==> src/shared/sbe_pkg.sv <==
package sbe_pkg;

    // =====================================================================
    // Widths and stack layout
    localparam int          XLEN        = 32;
    localparam int          LVL_W       = 3;
    localparam int          IDX_W       = 3;
    localparam logic [31:0] WORD_BYTES  = 32'h0000_0004;
    localparam logic [2:0]  IRQ_FRAME   = 3'h7;
    localparam logic [2:0]  EXC_FRAME   = 3'h2;
    localparam logic [2:0]  IDX_PC      = 3'h0;
    localparam logic [2:0]  IDX_SR      = 3'h1;
    localparam logic [3:0]  REG_TOP     = 4'hE;
    localparam logic [3:0]  REG_LOW     = 4'h8;
    localparam logic [3:0]  REG_HIGH    = 4'hC;

    // =====================================================================
    // Status word layout and reset values
    localparam int          SR_LVL_LSB  = 22;
    localparam int          SR_LVL_MSB  = 24;
    localparam logic [31:0] SR_RESET    = 32'h0000_0000;
    localparam logic [31:0] SP_RESET    = 32'h0000_1000;

    // =====================================================================
    // Priority classes
    localparam logic [2:0]  LVL_NONE    = 3'h0;
    localparam logic [2:0]  LVL_IRQ_TOP = 3'h4;
    localparam logic [2:0]  LVL_EXC     = 3'h5;

    // =====================================================================
    // Handler offsets from the exception vector base
    localparam logic [31:0] OFS_ABORT   = 32'h0000_0010;
    localparam logic [31:0] OFS_ILLEGAL = 32'h0000_0020;
    localparam logic [31:0] OFS_SCALL   = 32'h0000_0100;

    typedef enum logic [1:0] {
        SBE_IDLE,
        SBE_PUSH,
        SBE_POP
    } sbe_state_t;

endpackage

==> src/logic/sbe_prot_check.sv <==
`timescale 1ns/1ps

module sbe_prot_check #(
    parameter int AW = 32
) (
    input  wire logic          prot_en,
    input  wire logic          acc_req,
    input  wire logic          acc_priv,
    input  wire logic [AW-1:0] acc_addr,
    input  wire logic [AW-1:0] prot_base,
    input  wire logic [AW-1:0] prot_limit,
    output wire logic          violation
);

    // =====================================================================
    // Unprivileged access must fall inside [base, limit)
    wire in_region = (acc_addr >= prot_base) && (acc_addr < prot_limit);

    assign violation = prot_en && acc_req && !acc_priv && !in_region;

endmodule

==> src/logic/sbe_exc_unit.sv <==
`timescale 1ns/1ps

// Notes on behaviour
// - Interrupt entry pushes R8-R12 automatically
// - Same register push for every level
// - Interrupt entry also pushes return address, status
// - Interrupt return restores R8-R12, status, address
// - Exceptions and scall stack status and address
// - Return instructions pop status, resume at popped
// - No shadow banks or return registers
// - Four external interrupt levels, own contexts
// - Fixed priority among simultaneous exception sources
// - Higher class preempts lower class handler
// - Protection violation aborts access, raises exception
module sbe_exc_unit #(
    parameter logic [31:0] VEC_BASE = 32'h0000_0000
) (
    input  wire logic        core_clk,
    input  wire logic        resetn,
    input  wire logic [3:0]  irq_req,
    input  wire logic [31:0] irq_vector,
    output wire logic        irq_ack,
    input  wire logic        illegal_op,
    input  wire logic        scall_req,
    input  wire logic        rete_req,
    input  wire logic        rets_req,
    input  wire logic [31:0] cur_pc,
    input  wire logic [31:0] next_pc,
    input  wire logic        dacc_req,
    input  wire logic        dacc_priv,
    input  wire logic [31:0] dacc_addr,
    output wire logic        dacc_go,
    input  wire logic        prot_en,
    input  wire logic [31:0] prot_base,
    input  wire logic [31:0] prot_limit,
    output wire logic [3:0]  reg_raddr,
    input  wire logic [31:0] reg_rdata,
    output logic             reg_wen,
    output logic      [3:0]  reg_waddr,
    output logic      [31:0] reg_wdata,
    output logic             stk_req,
    output logic             stk_we,
    output logic      [31:0] stk_addr,
    output logic      [31:0] stk_wdata,
    input  wire logic        stk_ack,
    input  wire logic [31:0] stk_rdata,
    input  wire logic        sr_wen,
    input  wire logic [31:0] sr_wdata,
    output logic      [31:0] sr,
    output logic      [31:0] sp,
    output logic             redirect,
    output logic      [31:0] redirect_pc,
    output wire logic        busy
);

    // =====================================================================
    // State
    sbe_pkg::sbe_state_t state;
    logic        [2:0]  idx;
    logic        [2:0]  frame_len;
    logic        [2:0]  entry_lvl;
    logic        [31:0] entry_tgt;
    logic        [31:0] ret_pc;
    logic        [31:0] saved_sr;
    logic               abort_flag;
    logic        [31:0] abort_pc;
    logic               from_push;
    logic        [31:0] seq_sp;

    // =====================================================================
    // Protection check on core data accesses
    wire dacc_viol;

    sbe_prot_check #(
        .AW (sbe_pkg::XLEN)
    ) u_prot (
        .prot_en    (prot_en),
        .acc_req    (dacc_req),
        .acc_priv   (dacc_priv),
        .acc_addr   (dacc_addr),
        .prot_base  (prot_base),
        .prot_limit (prot_limit),
        .violation  (dacc_viol)
    );

    assign dacc_go = dacc_req && !dacc_viol;

    // =====================================================================
    // Priority resolution
    wire [2:0] cur_lvl = sr[sbe_pkg::SR_LVL_MSB:sbe_pkg::SR_LVL_LSB];
    wire [2:0] irq_lvl = irq_req[3] ? 3'h4 :
                         irq_req[2] ? 3'h3 :
                         irq_req[1] ? 3'h2 :
                         irq_req[0] ? 3'h1 : sbe_pkg::LVL_NONE;
    wire       idle     = (state == sbe_pkg::SBE_IDLE);
    wire       sync_exc = abort_flag || illegal_op || scall_req;
    wire       ret_any  = rete_req || rets_req;
    wire       irq_take = idle && !sync_exc && !ret_any && (irq_lvl > cur_lvl);
    wire       exc_take = idle && sync_exc;
    wire       ret_take = idle && !sync_exc && ret_any;
    wire       cur_irq  = (cur_lvl != sbe_pkg::LVL_NONE) && (cur_lvl <= sbe_pkg::LVL_IRQ_TOP);

    // Abort, then illegal opcode, then scall, then interrupts
    wire [31:0] exc_tgt = abort_flag ? VEC_BASE + sbe_pkg::OFS_ABORT :
                          illegal_op ? VEC_BASE + sbe_pkg::OFS_ILLEGAL :
                                       VEC_BASE + sbe_pkg::OFS_SCALL;
    wire [31:0] exc_ret = abort_flag ? abort_pc :
                          illegal_op ? cur_pc : next_pc;
    wire [2:0]  exc_lvl = (abort_flag || illegal_op) ? sbe_pkg::LVL_EXC : cur_lvl;
    wire [2:0]  ret_len = (rete_req && cur_irq) ? sbe_pkg::IRQ_FRAME : sbe_pkg::EXC_FRAME;

    assign irq_ack = irq_take;
    assign busy    = !idle;

    // =====================================================================
    // Stack item selection: 0 address, 1 status, 2..6 R12 down to R8
    wire [3:0]  item_reg  = sbe_pkg::REG_TOP - {1'b0, idx};
    wire [31:0] push_data = (idx == sbe_pkg::IDX_PC) ? ret_pc :
                            (idx == sbe_pkg::IDX_SR) ? saved_sr : reg_rdata;
    wire        last_push = (idx == frame_len - 3'h1);
    wire [31:0] sp_dec    = sp - sbe_pkg::WORD_BYTES;
    wire [31:0] sp_inc    = sp + sbe_pkg::WORD_BYTES;
    wire [31:0] sr_entry  = {sr[31:sbe_pkg::SR_LVL_MSB+1], entry_lvl,
                             sr[sbe_pkg::SR_LVL_LSB-1:0]};
    wire        beat      = stk_req && stk_ack;

    assign reg_raddr = item_reg;

    // =====================================================================
    // Abort latch, set wins over clear
    always_ff @(posedge core_clk or negedge resetn) begin
        if (!resetn) begin
            abort_flag <= 1'b0;
            abort_pc   <= 32'h0000_0000;
        end else if (dacc_viol) begin
            abort_flag <= 1'b1;
            abort_pc   <= cur_pc;
        end else if (exc_take) begin
            abort_flag <= 1'b0;
        end
    end

    // =====================================================================
    // Entry and return sequencer
    always_ff @(posedge core_clk or negedge resetn) begin
        if (!resetn) begin
            state       <= sbe_pkg::SBE_IDLE;
            idx         <= 3'h0;
            frame_len   <= 3'h0;
            entry_lvl   <= sbe_pkg::LVL_NONE;
            entry_tgt   <= 32'h0000_0000;
            ret_pc      <= 32'h0000_0000;
            saved_sr    <= sbe_pkg::SR_RESET;
            sr          <= sbe_pkg::SR_RESET;
            sp          <= sbe_pkg::SP_RESET;
            seq_sp      <= sbe_pkg::SP_RESET;
            stk_req     <= 1'b0;
            stk_we      <= 1'b0;
            stk_addr    <= 32'h0000_0000;
            stk_wdata   <= 32'h0000_0000;
            reg_wen     <= 1'b0;
            reg_waddr   <= 4'h0;
            reg_wdata   <= 32'h0000_0000;
            redirect    <= 1'b0;
            redirect_pc <= 32'h0000_0000;
            from_push   <= 1'b0;
        end else begin
            reg_wen  <= 1'b0;
            redirect <= 1'b0;
            case (state)
                sbe_pkg::SBE_IDLE: begin
                    seq_sp   <= sp;
                    saved_sr <= sr;
                    idx      <= 3'h0;
                    if (irq_take) begin
                        state     <= sbe_pkg::SBE_PUSH;
                        frame_len <= sbe_pkg::IRQ_FRAME;
                        entry_lvl <= irq_lvl;
                        entry_tgt <= irq_vector;
                        ret_pc    <= next_pc;
                    end else if (exc_take) begin
                        state     <= sbe_pkg::SBE_PUSH;
                        frame_len <= sbe_pkg::EXC_FRAME;
                        entry_lvl <= exc_lvl;
                        entry_tgt <= exc_tgt;
                        ret_pc    <= exc_ret;
                    end else if (ret_take) begin
                        state     <= sbe_pkg::SBE_POP;
                        frame_len <= ret_len;
                        idx       <= ret_len - 3'h1;
                    end else if (sr_wen) begin
                        sr <= sr_wdata;
                    end
                end
                sbe_pkg::SBE_PUSH: begin
                    if (!stk_req) begin
                        stk_req   <= 1'b1;
                        stk_we    <= 1'b1;
                        stk_addr  <= sp_dec;
                        stk_wdata <= push_data;
                    end else if (stk_ack) begin
                        stk_req <= 1'b0;
                        sp      <= sp_dec;
                        idx     <= idx + 3'h1;
                        if (last_push) begin
                            state       <= sbe_pkg::SBE_IDLE;
                            sr          <= sr_entry;
                            redirect    <= 1'b1;
                            redirect_pc <= entry_tgt;
                            from_push   <= 1'b1;
                        end
                    end
                end
                sbe_pkg::SBE_POP: begin
                    if (!stk_req) begin
                        stk_req  <= 1'b1;
                        stk_we   <= 1'b0;
                        stk_addr <= sp;
                    end else if (stk_ack) begin
                        stk_req <= 1'b0;
                        sp      <= sp_inc;
                        idx     <= idx - 3'h1;
                        if (idx > sbe_pkg::IDX_SR) begin
                            reg_wen   <= 1'b1;
                            reg_waddr <= item_reg;
                            reg_wdata <= stk_rdata;
                        end else if (idx == sbe_pkg::IDX_SR) begin
                            sr <= stk_rdata;
                        end else begin
                            state       <= sbe_pkg::SBE_IDLE;
                            redirect    <= 1'b1;
                            redirect_pc <= stk_rdata;
                            from_push   <= 1'b0;
                        end
                    end
                end
                default: begin
                    state   <= sbe_pkg::SBE_IDLE;
                    stk_req <= 1'b0;
                end
            endcase
        end
    end

    // =====================================================================
    // Checks
    wire [31:0] frame_bytes = {27'h0, frame_len, 2'h0};

    irq_frame_a: assert property (@(posedge core_clk) disable iff (!resetn)
        (redirect && from_push && frame_len == sbe_pkg::IRQ_FRAME)
        |-> (sp == seq_sp - 32'h0000_001C))
        else $error("interrupt frame not seven words");
    exc_frame_a: assert property (@(posedge core_clk) disable iff (!resetn)
        (redirect && from_push && frame_len == sbe_pkg::EXC_FRAME)
        |-> (sp == seq_sp - 32'h0000_0008))
        else $error("exception frame not two words");
    first_item_a: assert property (@(posedge core_clk) disable iff (!resetn)
        (stk_req && stk_we && idx == sbe_pkg::IDX_PC) |-> (stk_wdata == ret_pc))
        else $error("return address not pushed first");

    push_addr_a: assert property (@(posedge core_clk) disable iff (!resetn)
        (stk_req && stk_we) |-> (stk_addr == sp_dec) && ($rose(stk_req) || $stable(stk_wdata)))
        else $error("push not predecrement");

    pop_balance_a: assert property (@(posedge core_clk) disable iff (!resetn)
        (redirect && !from_push) |-> (sp == seq_sp + frame_bytes))
        else $error("stack pointer not restored");

    reg_restore_a: assert property (@(posedge core_clk) disable iff (!resetn)
        reg_wen |-> (reg_waddr >= sbe_pkg::REG_LOW) && (reg_waddr <= sbe_pkg::REG_HIGH)
        && $past(beat) && (reg_wdata == $past(stk_rdata)))
        else $error("bad register restore");

    resume_a: assert property (@(posedge core_clk) disable iff (!resetn)
        (redirect && !from_push) |-> (redirect_pc == $past(stk_rdata)) && $past(beat))
        else $error("resume not at popped address");

    entry_lvl_a: assert property (@(posedge core_clk) disable iff (!resetn)
        (redirect && from_push) |-> (cur_lvl == entry_lvl) && (redirect_pc == entry_tgt))
        else $error("handler level or target wrong");

    preempt_a: assert property (@(posedge core_clk) disable iff (!resetn)
        (idle && !sync_exc && !ret_any && irq_lvl > cur_lvl)
        |=> (state == sbe_pkg::SBE_PUSH) && (frame_len == sbe_pkg::IRQ_FRAME))
        else $error("higher interrupt not taken");

    no_lower_a: assert property (@(posedge core_clk) disable iff (!resetn)
        (idle && !sync_exc && !ret_any && irq_lvl <= cur_lvl) |-> !irq_ack ##1 idle)
        else $error("lower interrupt preempted");

    abort_prio_a: assert property (@(posedge core_clk) disable iff (!resetn)
        (idle && abort_flag && illegal_op)
        |=> (entry_tgt == VEC_BASE + sbe_pkg::OFS_ABORT))
        else $error("abort did not win priority");

    abort_gate_a: assert property (@(posedge core_clk) disable iff (!resetn)
        dacc_viol |-> !dacc_go ##1 abort_flag)
        else $error("violating access not aborted");
endmodule

==> config.mk <==
export PLATFORM = sky130hd
export DESIGN_NAME = sbe_exc_unit
export DESIGN_NICKNAME = d
export VERILOG_FILES = /design/src/shared/sbe_pkg.sv /design/src/logic/sbe_prot_check.sv /design/src/logic/sbe_exc_unit.sv
export SDC_FILE = /design/constraint.sdc
export NUM_CORES = 1
export LEC_CHECK = 0
export BUFFER_PORTS_ARGS = -buffer_cell sky130_fd_sc_hd__buf_2
export CORE_MARGIN = 2
export CORE_UTILIZATION = 29
export CTS_BUF_LIST = sky130_fd_sc_hd__clkbuf_8
export CTS_CLUSTER_DIAMETER = 200
export DETAILED_ROUTE_END_ITERATION = 7
export PLACE_DENSITY_LB_ADDON = 0.15
export SETUP_SLACK_MARGIN = 0.2
export SLEW_MARGIN = 20
export SYNTH_ARGS = -nofsm -noshare
export SYNTH_HDL_FRONTEND = slang
export SYNTH_SLANG_ARGS = --single-unit
export TNS_END_PERCENT = 10
==> constraint.sdc <==
create_clock -name core_clk -period 3.2 [get_ports core_clk]
set_input_delay 0.16 -clock core_clk [delete_from_list [all_inputs] [get_ports core_clk]]
set_output_delay 0.16 -clock core_clk [all_outputs]
set_load 0.02 [all_outputs]
---- Word level (Yosys, flattened, before mapping) ----
Index checks and enable logic that the tools add are counted.
cells by class
  $add $sub $neg .......................... 7
  mux-type cells .......................... 88
  bitwise operators ....................... 2
  equality and inequality tests ........... 19
  magnitude comparators ................... 5
  reductions and logical operators ........ 42
operators by type and width
  cell                                                number
  2-to-1 mux 32 bit                                   29
  one-hot mux 32 bit (2 select lines)                 3
  one-hot mux 32 bit (3 select lines)                 1
  2-to-1 mux 25 bit                                   3
  2-to-1 mux 3 bit                                    15
  adder 32 x 3 -> 32 bit, second input constant       1
  >= comparator 32 bit                                1
  < comparator 32 bit                                 1
  subtractor 32 x 3 -> 32 bit, second input constant  1
  != test 2 bit, second input constant                14
  2-to-1 mux 2 bit                                    12
  2-to-1 mux 1 bit                                    18
  2-to-1 mux 9 bit                                    2
  AND reduction 8 bit                                 2
  logical AND 1 bit                                   12
  AND reduction 12 bit                                1
  AND reduction 10 bit                                1
  AND reduction 5 bit                                 2
  one-hot mux 3 bit (3 select lines)                  1
  nonzero test 3 bit                                  3
  subtractor 3 x 1 -> 3 bit, second input constant    3
  nonzero test 2 bit                                  4
  logical NOT 1 bit                                   6
  one-hot mux 1 bit (2 select lines)                  3
  other kinds (19)                                    24
word-level totals
  flip-flop bits (word level) ............. 340
  word-level logic and storage cells ...... 184
  input bits .............................. 303

---- Longest topological paths before layout ----
Gate-level depths: netlist of the first run.
  word-level depth ........................ 9
  gate-level depth with buffers ........... 12

---- Modules after synthesis ----
A second synthesis of the first run with hierarchy kept.
unflattened totals
  cell total of the unflattened synthesis .. 1744
  area, all modules ....................... 17745.8 µm²
modules (own cells, without submodules)
  module          times used  area each (µm²)  seq. area each (µm²)  cells each
  sbe_exc_unit    1           16144.2          8384.3                1519
  sbe_prot_check  1           1601.5           0.0                   225

---- Worst setup path after synthesis of the first run ----
No wires, ideal clock.
  path kind ............................... register to register
  start point ............................. register sp[8]
  end point ............................... register sp[31]
  data required time ...................... 3120 ps
  path slack .............................. 358 ps
  stages on the path, launching flop included .. 9
  buffers on the path ..................... 2
  data arrival time ....................... 2762 ps
  clock period less this slack ............ 2842 ps
  cells stage by stage .................... dfrtp_1 > buf_6 > or3_4 > or4_4 > or4_4 > buf_6 > or4_4 > o22ai_2 > xor2_1
on the way
  word-level cells in the longest chain between the ends .. 4
ends and longest elaborated chain
  what                                                                          RTL line                                  text
  start, declared                                                               sbe_exc_unit.sv:50                        output logic [31:0] sp,
  start signal, assigned                                                        sbe_exc_unit.sv:155                       sp <= sbe_pkg::SP_RESET;
  start signal, assigned                                                        sbe_exc_unit.sv:203                       sp <= sp_dec;
  start signal, assigned                                                        sbe_exc_unit.sv:221                       sp <= sp_inc;
  adder 32 x 3 -> 32 bit / subtractor 32 x 3 -> 32 bit (equally long branches)  sbe_exc_unit.sv:122, sbe_exc_unit.sv:121
  2-to-1 mux 32 bit (on tied branches)                                          sbe_exc_unit.sv:219, sbe_exc_unit.sv:201
  2-to-1 mux 32 bit (on tied branches)                                          sbe_exc_unit.sv:215, sbe_exc_unit.sv:196
  one-hot mux 32 bit (2 select lines) (*)                                       sbe_exc_unit.sv:170                       case (state)
Mark *: on every way between the ends. The rest lies on a longest branch, timed or not. The select of a mux whose other input is x is not followed.
A chain may end at the register's enable or synchronous reset.

---- Final worst setup path of the first run ----
  start point ............................. register sr[23]
  end point ............................... output port irq_ack
on the way
  word-level cells in the longest chain between the ends .. 2
ends and longest elaborated chain
  what                    RTL line             text
  start, declared         sbe_exc_unit.sv:49   output logic [31:0] sr,
  start signal, assigned  sbe_exc_unit.sv:154  sr <= sbe_pkg::SR_RESET;
  start signal, assigned  sbe_exc_unit.sv:192  sr <= sr_wdata;
  start signal, assigned  sbe_exc_unit.sv:207  sr <= sr_entry;
  > comparator 3 bit      sbe_exc_unit.sv:98   wire irq_take = idle && !sync_exc && !ret_any && (irq_lvl > cur_lvl);
  logical AND 1 bit       sbe_exc_unit.sv:98
  end, declared           sbe_exc_unit.sv:22   output wire logic irq_ack,
Every way passes these cells.

==> results.py, run 1 <==
metrics = {
    "synth": {
        "synthDistinctLibCells": 61,
        "seq_area_frac_synth_pct": 48.0,
        "synth_top_area_cell": "dfrtp_1",
        "ys_seq_elements": 335,
        "synthTopCellsByArea": "dfrtp_1 48%, mux2_2 8.2%, mux2i_1 5.7%, ha_1 5.7%, o21ai_0 5.6%",
        "synthTopCellsByCount": "334 x dfrtp_1, 236 x nand2_1, 196 x o21ai_0",
        "synth_edf_count": 0,
        "ys_warn_count": 0,
        "synthFlopType": "dfrtp_1",
        "synthCells": 1803,
        "syn_area_per_cell_sq_um": 9.68,
        "yosysTopAreaCellShare_pct": 47.9,
        "synthArstFlopShare_pct": 100,
        "syn-cell-area_sq_um": 17500,
        "yosysMostFrequentCell": "dfrtp_1",
    },
    "route": {
        "drt_iter0_drc": 723,
        "dr_wl_met2_microns": 31600,
        "post_drt_via_cell_ratio": 4.70,
        "top_layer": "met5",
        "dr_wl_met3_microns": 3510,
        "antenna_left": 0,
        "routed_wl_microns": 62900,
        "via_count": 15500,
        "drc": 0,
        "avgRoutedWirePerCell_microns": 19.0,
        "wl_met1_microns": 26000,
        "drtPass1Iterations": 4,
    },
    "timing": {
        "period_share_pct": 89.9,
        "tns_ns": 0,
        "rsz0062_at_grt": "true",
        "fin_crit_ns": 2.88,
        "hold_viol": 0,
        "slew_headroom_pct": 32.8,
        "fin_skew_ns": 0.0353,
        "worstMarginPinSlew_ns": 1.01,
        "setup_viol": 0,
        "slew_violations": 0,
        "clock.fmax_ghz": 0.348,
    },
    "floorplan": {
        "start_util_pct": 29.5,
        "die_h_microns": 249,
        "rows": 89,
        "die-area_sq_um": 62200,
        "die_w_microns": 249,
        "io_pins": 510,
        "coreArea_sq_um": 59200,
    },
    "critical_path": {
        "worstPathArrival_ns": 2.72,
        "crit_required_ns": 3.04,
        "slowest_delay_ns": 0.39,
        "path_cells": "inv_1, ha_1, nor2b_1, o21ai_0, a32oi_2, nand4_1, inv_2, buf_12, buf_2",
        "cp.buffers_inverters": 4,
        "slowest_stage": "dfrtp_1",
        "start_kind": "flip-flop",
        "crit_path_end_kind": "primary output",
        "critPathKind": "flip-flop to primary output",
        "crit_fanout": 32,
        "cp_top_family": "buffers and inverters",
    },
    "power_and_ir_drop": {
        "pwr_density_cell_nw_per_um2": 886,
        "power.total_mw": 21.3,
        "p_leak_nw": 12.1,
        "vdd_drop_max_uv": 787,
    },
    "global_routing": {
        "grt_max_degree": 98,
        "grt_usage_pct": 20.1,
        "grt_overflow_total": 0,
        "grt_pass1_wl_microns": 96800,
        "antenna_found_initial": 3,
        "grt_pass1_vias": 16500,
    },
    "placed_design": {
        "place_congestion": 0.851,
        "place.port_buffers": 505,
        "dp_hpwl_microns": 46100,
    },
    "layout": {
        "fin_nets": 2870,
        "register_area_sq_um": 8390,
        "drive_above_1_share_pct": 31.0,
        "area_growth_pct": 37.9,
        "multi_input_area_sq_um": 8250,
        "fillerInstances": 5959,
    },
    "clocking": {
        "clkTransAtPathRegs_ns": 0.05,
        "cts_buffer_depth": 3,
        "cts_num_sinks": 335,
        "post_cts_buffers": 0,
        "cts_root_buf": "clkbuf_8",
        "cts_tree": "done",
        "htree_levels": 3,
        "cts_made_buffers": 67,
        "clock_latency_ns": 0.65,
    },
    "run_status": {
        "outcome": "finished clean",
    },
    "run": {
        "drv_cap": 0,
    },
    "hold_path": {
        "hold_path.class": "input pin to flip-flop",
    },
}
sequential cells by signal, indices dropped and copies added (netlist names), 2 cells and up:
signal,cells
reg_waddr,4
entry_lvl,3
sr,32
sp,30
abort_pc,32
state,2
stk_addr,30
stk_wdata,32
redirect_pc,32
reg_wdata,32
idx,3
frame_len,2
entry_tgt,32
saved_sr,32
ret_pc,32
layer usage:
| layer | vias to the layer above | global-route usage (%) |
|---|---|---|
| met1 | 7441 | 24.1 |
| met3 | 103 | 4.75 |
| met2 | 442 | 35.1 |
| met4 | 4 | 7.52 |
| li1 | 7553 | - |
| met5 | - | 0 |
per-stage QoR:
step / worst slack, ns / instance area (sq um) / instances / utilization, % / hold slack [ns]
2_1_floorplan: 0.358 / 17500 / 1806 / - / -0.136
3_3_place_gp: 0.272 / 20900 / 3001 / 35.2 / 0.289
3_5_place_dp: 0.287 / 20900 / 3001 / 35.2 / 0.281
4_1_cts: 0.223 / 24000 / 3305 / 40.6 / 0.00591
5_1_grt: 0.119 / 24100 / 3306 / 40.6 / 0.0588
6_report: 0.323 / 24100 / 3306 / 40.6 / 0.0505
report_power, final:
part / internal, mW / leakage, nW / switching [mW]
clock: 2.15 / 0.724 / 1.96
sequential: 5.93 / 4.31 / 1.34
combinational: 3.76 / 7.05 / 6.19
total: 11.8 / 12.1 / 9.49
final timing paths:
path | from | to | slack, ns | cells after the start
min in group asynchronous | resetn | stk_addr[17]$_DFFE_PN0P_ | 0.15 | 2
worst max register to register | state[0]$_DFFE_PN0P_ | sp[28]$_DFFE_PN0P_ | 0.36 | 9
worst min-delay path | reg_rdata[24] | stk_wdata[24]$_DFFE_PN0P_ | 0.05 | 5
max in group asynchronous | resetn | entry_tgt[29]$_DFFE_PN0P_ | 2.14 | 3
worst max-delay path | sr[23]$_DFFE_PN0P_ | irq_ack | 0.32 | 9
worst min register to register | stk_addr[22]$_DFFE_PN0P_ | stk_addr[22]$_DFFE_PN0P_ | 0.47 | 2
cell type report:
class                      count  share of cell area (%)
sequential                   335                    34.8
multi-input combinational   1242                    34.3
timing repair buffer         729                    20.0
clock buffer                  75                    4.29
tap                          773                    4.02
inverter                     113                    1.76
clock inverter                38                   0.790
antenna                        1                  0.0104
worst register-to-register path, stage by stage (launching register included):
cell	delay, ns
dfrtp_1	0.36
inv_1	0.10
ha_4	0.18
nor3_1	0.27
and2_1	0.22
nand2_1	0.18
or4_2	0.83
nor3_2	0.25
o21ai_0	0.15
xnor2_1	0.17
cell families after synthesis:
logic type,after synthesis,share of synthesized area [%]
compound gates,349,10.6
other cells,1,0.0215
fa+ha+maj,79,5.66
flops,335,48.0
simple gates,522,13.4
xor+xnor,61,3.06
buf+inv,229,5.32
mux,227,13.9
placed cells by master (no fill, tap or decap), drive strengths merged, types with 3 or more instances in the layout:
cell,count
a211oi,4
a21o,7
a21oi,114
a22oi,5
a31oi,7
and2,3
and3,6
and4,3
buf,538
clkbuf,75
clkinv,4
clkinvlp,3
conb,4
dfrtp,334
dlygate4sd3,191
ha,79
inv,144
mux2,127
mux2i,100
nand2,236
nand2b,4
nand3,76
nand4,19
nor2,114
nor2b,5
nor3,18
nor4,11
o21ai,197
or2,3
or3,11
or4,9
xnor2,33
xor2,28
timing repair:
item,in CTS,in global routing
resized for setup,3,6
hold endpoints to repair,311,0
endpoints found under the setup margin,1,10
hold buffers,191,0
(Power assumes the default switching activity.)
==> run 2: changes to the inputs <==
CAP_MARGIN = 20   (was not set)
clock period = 2.65 ns   (was 3.2 ns; I/O delays follow)
==> results.py, run 2 (same netlist as run 1, synthesis figures left out) <==
metrics = {
    "run_status": {
        "outcome": "finished clean",
    },
    "global_routing": {
        "grt_usage_pct": 20.7,
        "grt_pass1_vias": 17000,
        "grt_max_degree": 85,
        "grt_pass1_wl_microns": 99500,
        "grt_overflow_total": 0,
        "antenna_found_initial": 8,
    },
    "route": {
        "avgRoutedWirePerCell_microns": 19.4,
        "drtPass1Iterations": 5,
        "via_count": 16000,
        "drt_iter0_drc": 605,
        "post_drt_via_cell_ratio": 4.76,
        "drc": 0,
        "routed_wl_microns": 65100,
        "antenna_left": 0,
    },
    "power_and_ir_drop": {
        "p_leak_nw": 12.5,
        "power.total_mw": 27.0,
        "vdd_drop_max_uv": 534,
        "pwr_density_cell_nw_per_um2": 1090,
    },
    "critical_path": {
        "reg2reg_from": "sp[10]$_DFFE_PN0P_",
        "endpoint": "sp[31]$_DFFE_PN0P_",
        "crit_cells": 6,
        "cp.buffers_inverters": 0,
        "slowest_delay_ns": 0.52,
        "start_kind": "flip-flop",
        "critPathKind": "flip-flop to flip-flop",
        "slowest_stage": "or4_4",
        "worstPathArrival_ns": 3.15,
        "startpoint": "sp[10]$_DFFE_PN0P_",
        "path_cells": "or3_4, or4_4, or4_4, or4_4, o22ai_2, xor2_1",
        "timing.rr.end": "sp[31]$_DFFE_PN0P_",
        "crit_path_frequent_cell": "or4_4",
        "crit_path_end_kind": "flip-flop",
        "crit_required_ns": 3.18,
        "crit_fanout": 4,
        "cp_top_family": "simple AND/OR/NAND/NOR gates",
        "r2r_cells": 6,
        "reg2reg_slack_ns": 0.03,
    },
    "placed_design": {
        "place.port_buffers": 505,
        "dp_hpwl_microns": 47600,
        "placed_cell_area_sq_um": 21300,
        "place_congestion": 0.877,
    },
    "floorplan": {
        "die_h_microns": 249,
        "coreArea_sq_um": 59200,
        "io_pins": 510,
        "rows": 89,
        "die_w_microns": 249,
        "start_util_pct": 29.5,
        "die-area_sq_um": 62200,
    },
    "layout": {
        "fillerInstances": 5896,
        "finish.utilization_pct": 42.0,
        "final_cell_mix": "502 x buf_2, 330 x dfrtp_1, 234 x nand2_1",
        "finalInstanceArea_sq_um": 24900,
        "fin_nets": 2926,
        "drive_above_1_share_pct": 33.8,
        "layout_commonest_cell": "buf_2",
        "area_growth_pct": 42.5,
    },
    "timing": {
        "slew_violations": 0,
        "fin_crit_ns": 2.62,
        "slew_headroom_pct": 47.3,
        "clock.fmax_ghz": 0.382,
        "setup_viol": 0,
        "hold_viol": 0,
        "rsz0062_at_grt": "true",
        "worstMarginPinSlew_ns": 0.791,
        "period_share_pct": 98.7,
        "fin_skew_ns": 0.0213,
        "hold_slack_ns": 0.0245,
    },
    "hold_path": {
        "hp-start": "sr_wdata[21]",
        "hold_path.class": "input pin to flip-flop",
    },
    "clocking": {
        "clock_latency_ns": 0.62,
        "cts_num_sinks": 335,
        "cts_root_buf": "clkbuf_8",
        "htree_levels": 3,
        "clkTransAtPathRegs_ns": 0.06,
        "cts_made_buffers": 66,
        "cts_buffer_depth": 3,
        "cts_tree": "done",
    },
    "run": {
        "drv_cap": 0,
    },
}
-- run 2: cell count changes in the layout (fill, tap and decap cells not counted), moves of 4 or more --
| cell | previous run | this run |
|---|---|---|
| nor2_2 | 0 | 6 |
| mux2_4 | 0 | 9 |
| o21ai_0 | 196 | 192 |
| buf_4 | 23 | 72 |
| nor2_1 | 113 | 107 |
| or3_4 | 1 | 5 |
| buf_12 | 9 | 14 |
| mux2_2 | 127 | 118 |
| inv_1 | 140 | 136 |
-- run 2: where the power goes --
part | switching (mW) | internal, mW
Clock | 2.33 | 2.81
Combinational | 8.07 | 5.26
Sequential | 1.37 | 7.17
Total | 11.8 | 15.2
-- run 2: layer usage --
metal	vias up	track usage [%]	routed length, microns
li1	7652	-	-
met1	7783	24.6	27000
met2	444	36.6	32800
met3	118	4.96	3470
met4	4	6.49	1770
met5	-	0	25
-- run 2: cell type report --
| type | instances | area (sq um) | area share [%] |
|---|---|---|---|
| clock inverters | 37 | 221 | 0.890 |
| inverters | 113 | 427 | 1.72 |
| multi-input cells | 1242 | 8430 | 33.9 |
| clock buffers | 76 | 1050 | 4.21 |
| diodes | 3 | 7.51 | 0.0302 |
| well taps | 773 | 967 | 3.89 |
| repair buffers | 786 | 5380 | 21.6 |
| flip-flops and latches | 335 | 8390 | 33.7 |
-- run 2: worst reg2reg max path: stages (launching register included) --
cell	delay, ns
dfrtp_1	0.39
or3_4	0.39
or4_4	0.45
or4_4	0.52
or4_4	0.45
o22ai_2	0.16
xor2_1	0.17
-- run 2: through the flow --
stage / TNS (ns) / worst slack (ns) / std cells
6_report: 0 / 0.0342 / 3365
5_1_grt: -0.00961 / -0.00961 / 3363
4_1_cts: 0 / 0.0326 / 3358
3_5_place_dp: -0.0114 / -0.0114 / 3047
3_3_place_gp: 0 / 0.0240 / 3047
2_1_floorplan: -1.22 / -0.169 / 1806
-- run 2: what timing repair did --
action                                  4_1_cts  5_1_grt
endpoints found under the hold margin       293        0
pin swaps                                     2       16
setup buffers                                 6        3
hold buffers                                191        0
cloned                                        1        1
resized for setup                             5       56
endpoints found under the setup margin       51       92
-- run 2: how the worst min path moves through the flow --
stage,end,depth (start not counted),slack [ns]
after floorplan,abort_flag$_DFFE_PN0P_,0,-0.16
after global placement,stk_addr[16]$_DFFE_PN0P_,1,0.20
after detailed placement,stk_addr[14]$_DFFE_PN0P_,1,0.21
after CTS,stk_wdata[24]$_DFFE_PN0P_,5,0.002
after global routing,sr[21]$_DFFE_PN0P_,4,0.04
final,sr[21]$_DFFE_PN0P_,4,0.02
